<file path="src/core/smr_pkg.sv">
/*
  Constants and carriers for the region and identification register bank.
  Assumes a byte-wide indexed configuration port on one clock, mclk.
*/
// Contract
// [RULE1] Region config as three indexed byte registers
// [RULE2] Lock bit zero of control three gates writes
// [RULE3] Size code zero disables, doubling from 4K
// [RULE4] Size code all-ones equals code one
// [RULE5] Identification byte fixed, writes ignored
// [RULE6] Lock blocks writes except inside handler
// [RULE7] Lock bit sticky until processor reset
// [RULE8] Locked writes dropped silently, no error
package smr_pkg;

  // ************************************************************
  // Register indices
  // ************************************************************
  localparam logic [7:0] SMR_IDX_REGION_A = 8'hCD;
  localparam logic [7:0] SMR_IDX_REGION_B = 8'hCE;
  localparam logic [7:0] SMR_IDX_REGION_C = 8'hCF;
  localparam logic [7:0] SMR_IDX_CTRL3    = 8'hC3;
  localparam logic [7:0] SMR_IDX_IDENT    = 8'hFE;

  // ************************************************************
  // Fields and reset values
  // ************************************************************
  localparam int         SMR_LOCK_BIT     = 0;
  localparam int         SMR_SIZE_LSB     = 0;
  localparam logic [7:0] SMR_REGION_RST   = 8'h00;
  localparam logic [7:0] SMR_CTRL3_RST    = 8'h00;
  localparam logic [7:0] SMR_READ_ZERO    = 8'h00;
  // Arbitrary neutral identification value
  localparam logic [7:0] SMR_IDENT_VALUE  = 8'h5A;
  localparam logic [3:0] SMR_SIZE_OFF     = 4'h0;
  localparam logic [3:0] SMR_SIZE_ALIAS   = 4'hF;
  localparam logic [3:0] SMR_SIZE_ONE     = 4'h1;
  localparam int         SMR_SIZE_W       = 26;
  localparam int         SMR_SIZE_BASE_SH = 12;

  typedef struct packed {
    logic [7:0] addr;
    logic [7:0] wdata;
    logic       wr;
    logic       rd;
  } smr_req_t;

  typedef struct packed {
    logic                  enabled;
    logic [SMR_SIZE_W-1:0] bytes;
  } smr_size_t;

endpackage

</file>
<file path="src/core/smr_size_dec.sv">
/*
  Decodes the 4-bit region size code into a byte count.
  Assumes the code comes from a register; purely combinational.
*/
`timescale 1ns/10ps
module smr_size_dec (
  input  wire logic [3:0]      code,
  output smr_pkg::smr_size_t   size
);

  // ************************************************************
  // Decode
  // ************************************************************
  logic [3:0] eff;

  always_comb begin
    // [RULE4] Alias all-ones code
    eff = (code == smr_pkg::SMR_SIZE_ALIAS) ? smr_pkg::SMR_SIZE_ONE : code;
    // [RULE3] Zero disables, doubling sizes
    size.enabled = (eff != smr_pkg::SMR_SIZE_OFF);
    if (eff == smr_pkg::SMR_SIZE_OFF) begin
      size.bytes = '0;
    end else begin
      size.bytes = smr_pkg::SMR_SIZE_W'(1) <<
                   (smr_pkg::SMR_SIZE_BASE_SH - 1 + int'(eff));
    end
  end

endmodule // smr_size_dec

</file>
<file path="src/core/smr_regs.sv">
/*
  Region registers, lock bit and identification byte behind an indexed
  configuration port. Assumes one strobe per cycle and a handler flag
  from the core that is high while the management handler runs.
*/
// The implementer's own choice: the strobed register port.
`timescale 1ns/10ps
module smr_regs (
  input  wire logic                  mclk,
  input  wire logic                  rstn,
  input  wire logic [7:0]            addr,
  input  wire logic [7:0]            wdata,
  input  wire logic                  wr,
  input  wire logic                  rd,
  input  wire logic                  in_handler,
  output logic      [7:0]            rdata,
  output logic      [23:0]           region_regs,
  output logic                       config_lock,
  output logic                       region_enabled,
  output logic      [25:0]           region_bytes
);

  // ************************************************************
  // State
  // ************************************************************
  smr_pkg::smr_req_t  req;
  smr_pkg::smr_size_t size;
  logic [7:0] reg_a_reg, reg_a_next;
  logic [7:0] reg_b_reg, reg_b_next;
  logic [7:0] reg_c_reg, reg_c_next;
  logic [7:0] ctrl3_reg, ctrl3_next;
  logic [7:0] rdata_reg, rdata_next;
  logic       may_write;

  assign req = '{addr: addr, wdata: wdata, wr: wr, rd: rd};

  // ************************************************************
  // Next values
  // ************************************************************
  always_comb begin
    reg_a_next = reg_a_reg;
    reg_b_next = reg_b_reg;
    reg_c_next = reg_c_reg;
    ctrl3_next = ctrl3_reg;
    rdata_next = smr_pkg::SMR_READ_ZERO;
    // [RULE2] Lock gates writes
    // [RULE6] Handler bypasses lock
    may_write = !ctrl3_reg[smr_pkg::SMR_LOCK_BIT] || in_handler;
    if (req.wr) begin
      // [RULE1] Three indexed bytes
      // [RULE8] Locked writes dropped
      if (req.addr == smr_pkg::SMR_IDX_REGION_A) begin
        if (may_write) reg_a_next = req.wdata;
      end else if (req.addr == smr_pkg::SMR_IDX_REGION_B) begin
        if (may_write) reg_b_next = req.wdata;
      end else if (req.addr == smr_pkg::SMR_IDX_REGION_C) begin
        if (may_write) reg_c_next = req.wdata;
      end else if (req.addr == smr_pkg::SMR_IDX_CTRL3) begin
        ctrl3_next = req.wdata;
        // [RULE7] Lock stays set
        if (ctrl3_reg[smr_pkg::SMR_LOCK_BIT]) begin
          ctrl3_next[smr_pkg::SMR_LOCK_BIT] = 1'b1;
        end
      end
      // [RULE5] Ident writes ignored
    end
    if (req.rd) begin
      if (req.addr == smr_pkg::SMR_IDX_REGION_A) begin
        rdata_next = reg_a_reg;
      end else if (req.addr == smr_pkg::SMR_IDX_REGION_B) begin
        rdata_next = reg_b_reg;
      end else if (req.addr == smr_pkg::SMR_IDX_REGION_C) begin
        rdata_next = reg_c_reg;
      end else if (req.addr == smr_pkg::SMR_IDX_CTRL3) begin
        rdata_next = ctrl3_reg;
      end else if (req.addr == smr_pkg::SMR_IDX_IDENT) begin
        // [RULE5] Fixed ident value
        rdata_next = smr_pkg::SMR_IDENT_VALUE;
      end
    end
  end

  // ************************************************************
  // Registers
  // ************************************************************
  // Only the reset clears the lock, so reset gives the sole way out
  always_ff @(posedge mclk or negedge rstn) begin
    if (!rstn) begin
      reg_a_reg <= smr_pkg::SMR_REGION_RST;
      reg_b_reg <= smr_pkg::SMR_REGION_RST;
      reg_c_reg <= smr_pkg::SMR_REGION_RST;
      ctrl3_reg <= smr_pkg::SMR_CTRL3_RST;
      rdata_reg <= smr_pkg::SMR_READ_ZERO;
    end else begin
      reg_a_reg <= reg_a_next;
      reg_b_reg <= reg_b_next;
      reg_c_reg <= reg_c_next;
      ctrl3_reg <= ctrl3_next;
      rdata_reg <= rdata_next;
    end
  end

  // ************************************************************
  // Size decode and outputs
  // ************************************************************
  // Size code sits in the low nibble of the last byte
  smr_size_dec u_size (
    .code (reg_c_reg[smr_pkg::SMR_SIZE_LSB +: 4]),
    .size (size)
  );

  assign rdata          = rdata_reg;
  assign region_regs    = {reg_c_reg, reg_b_reg, reg_a_reg};
  assign config_lock    = ctrl3_reg[smr_pkg::SMR_LOCK_BIT];
  assign region_enabled = size.enabled;
  assign region_bytes   = size.bytes;

endmodule // smr_regs

</file>
<file path="config.mk">
export PLATFORM = sky130hd
export DESIGN_NAME = smr_regs
export DESIGN_NICKNAME = d
export VERILOG_FILES = /design/src/core/smr_pkg.sv /design/src/core/smr_size_dec.sv /design/src/core/smr_regs.sv
export SDC_FILE = /design/constraint.sdc
export NUM_CORES = 1
export LEC_CHECK = 0
export CAP_MARGIN = 20
export CORE_UTILIZATION = 35
export CTS_CLUSTER_DIAMETER = 30
export DETAILED_ROUTE_END_ITERATION = 7
export DONT_BUFFER_PORTS = 1
export GPL_ROUTABILITY_DRIVEN = 0
export PLACE_DENSITY = 0.55
export SLEW_MARGIN = 20
export SYNTH_ARGS = -nofsm -noshare
export SYNTH_HDL_FRONTEND = slang
export SYNTH_SLANG_ARGS = --single-unit
export TNS_END_PERCENT = 30
</file>
<file path="constraint.sdc">
create_clock -name mclk -period 2.88 [get_ports mclk]
set_input_delay 0.576 -clock mclk [delete_from_list [all_inputs] [get_ports mclk]]
set_output_delay 0.576 -clock mclk [all_outputs]
set_load 0.1 [all_outputs]
</file>
==> metrics.yaml <==
wl_um: 5060
port_buffers: 0
synth_seq_area_share: 0.507
busiest_layer: "met2"
start_util: 0.375
final_cell_count_no_fill: 263
dpl_cell_area_sq_mm: 0.00240
ys_types: 26
postCtsSetupBuffers: 0
avgRoutedWirePerCell_um: 19.2
rsz0062_at_grt: "false"
grt-ovfl-total: 0
avgSynthCellArea_sq_um: 11.6
peakVddDrop_mv: 0.400
power.density_mw_per_mm2: 530
grt_pass1_vias: 1453
clk_latency_ps: 290
cts_buffers: 5
slew_headroom: 0.349
synth_top_area_frac: 0.507
drc: 0
crit_path_max_incr_delay_ps: 450
ctsResizeCount: 0
htree_levels: 2
nets: 213
cp_max_fo: 7
cp.arrival_ps: 1760
critical_path.slowest_cell: "dfrtp_1"
vias_per_cell: 5.43
grt_util_all_layers: 0.183
met1_usage: 0.222
hold_path_class: "primary input to asynchronous set/reset pin"
cts.sinks: 40
synth_largest_area_cell: "dfrtp_1"
io_pins: 81
hpwl_um: 3700
dp_cells: 254
postRouteAntennaNets: 0
path_cells: "buf_4, nand2_1, nor3_4, buf_12"
syn2layout_area_growth_pct: 27.4
path_buf_inv: 2
maxCapViolations: 0
drv_slew: 0
grt_max_degree: 41
antenna_found_initial: 0
setup_viol: 0
grt_pass1_wl_um: 8210
rows: 26
status: "complete, no violations"
fp.dieW_um: 77.1
clock_path_buffers: 2
crit_family: "buffers and inverters"
final_area_sq_mm: 0.00252
crit_type: "register to output pin"
vias: 1427
antenna_cells: 0
drive_gt1_frac: 0.430
syn_inst: 170
drtPass1Iterations: 4
cts_tree: "yes"
ys_warn_count: 0
core_sq_mm: 0.00527
clock.fmax_ghz: 0.428
end_kind: "output pin"
use_met2: 0.312
cts-root-buf: "clkbuf_8"
drt_iter0_markers: 73
clk_pin_slew_ps: 80
syn_area_sq_mm: 0.00197
die_area_sq_mm: 0.00595
fin_crit_ps: 2340
ys_ff_latch: 40
hold_violations: 0
fin_skew_ps: 10.2
p_leak_nw: 1.10
start_kind: "register"
gr-usage-met3: 0.0512
die_height_um: 77.1
worstPathRequired_ps: 2300
post-route-period-util: 0.812
synth_area_leaders: "dfrtp_1 51%, mux2_2 18%, buf_4 4.6%"
tightest_slew_ps: 976
## repair_timing
item | in CTS | in global routing
hold endpoints to repair | 40 | 0
hold buffers | 1 | 0
setup endpoints to repair | 0 | 0
## layout make-up
type                       instances  area, sq um
timing repair buffer              22          353
multi-input combinational        123          982
fill                             482         2750
clock buffer                       6         82.6
tap                               70         87.6
clock inverter                     2         10.0
sequential                        40         1000
## cell usage in the layout (no fill, tap or decap)
master | Yosys | final
a21boi_2 | 0 | 1
nand4_1 | 1 | 1
mux2_2 | 31 | 31
clkbuf_8 | 0 | 6
nand4bb_4 | 1 | 1
nor2_1 | 13 | 5
conb_1 | 1 | 12
nor3_4 | 0 | 5
nor2_2 | 3 | 11
a31o_2 | 1 | 1
nand2_4 | 1 | 1
or3_1 | 2 | 2
buf_12 | 0 | 15
a31oi_1 | 4 | 4
nand2b_1 | 7 | 7
clkinv_2 | 0 | 2
buf_4 | 12 | 7
a221oi_1 | 4 | 4
o21ai_0 | 12 | 12
dfrtp_1 | 40 | 40
nand2_1 | 8 | 8
nand4b_1 | 1 | 1
and4bb_2 | 1 | 1
o22a_1 | 8 | 8
a211oi_1 | 1 | 1
nand3_1 | 2 | 2
nor3_1 | 7 | 2
nor4_4 | 1 | 1
or4_1 | 1 | 1
## worst register-to-register path, delay by kind of cell (launching register included)
family           cells  cell delay, ps
and+or+nand+nor      3             800
DFF                  1             380
muxes                1             400
## final timing paths
check                             start               end  slack [ps]  cells after the start
setup / recovery           reg_c_reg[3]  region_bytes[23]         540                      4
hold / removal                     rstn          rdata[3]         120                      1
setup reg to reg           ctrl3_reg[0]      reg_b_reg[5]        1200                      4
hold reg to reg            ctrl3_reg[6]      ctrl3_reg[6]         510                      1
min in group mclk                    rd          rdata[0]         420                      2
max in group asynchronous          rstn      reg_c_reg[2]        2560                      1
## cell usage after synthesis
cell	instances
dfrtp_1	40
mux2_2	31
nor2_1	13
buf_4	12
o21ai_0	12
nand2_1	8
o22a_1	8
nand2b_1	7
nor3_1	7
clkbuf_1	6
a221oi_1	4
a31oi_1	4
nor2_2	3
nand3_1	2
or3_1	2
a211oi_1	1
a21boi_0	1
a31o_2	1
and4bb_2	1
conb_1	1
nand2_4	1
nand4_1	1
nand4b_1	1
nand4bb_4	1
nor4_4	1
or4_1	1
## where the power goes
group / internal (mW) / switching (mW) / total, mW / leakage, nW
Sequential: 0.580 / 0.130 / 0.710 / 0.553
Combinational: 0.0578 / 0.181 / 0.238 / 0.493
Clock: 0.191 / 0.193 / 0.384 / 0.0510
## through the flow
| step | power (mW) | setup TNS (ps) | util | setup slack (ps) | hold slack, ps |
|---|---|---|---|---|---|
| finish | 1.33 | 0 | 0.477 | 542 | 117 |
| global route | 1.38 | 0 | 0.477 | 411 | 113 |
| CTS | 1.35 | 0 | 0.477 | 527 | 117 |
| detailed placement | 0.947 | 0 | 0.456 | 783 | 281 |
| global placement | 0.943 | 0 | 0.456 | 828 | 281 |
| floorplan | 0.915 | -4620 | - | -422 | 280 |
## metal layers
layer / vias up / part of all wire / routed length, um
met5: - / 0 / 0
met4: 0 / 0.019 / 94
met3: 10 / 0.058 / 291
met2: 62 / 0.51 / 2570
met1: 712 / 0.42 / 2100
li1: 643 / - / -
## logic make-up after synthesis
family | synth area share
simple gates | 0.149
flops | 0.507
compound gates | 0.108
mux | 0.177
buf+inv | 0.0570
other cells | 0.00190
(Power assumes the default switching activity.)
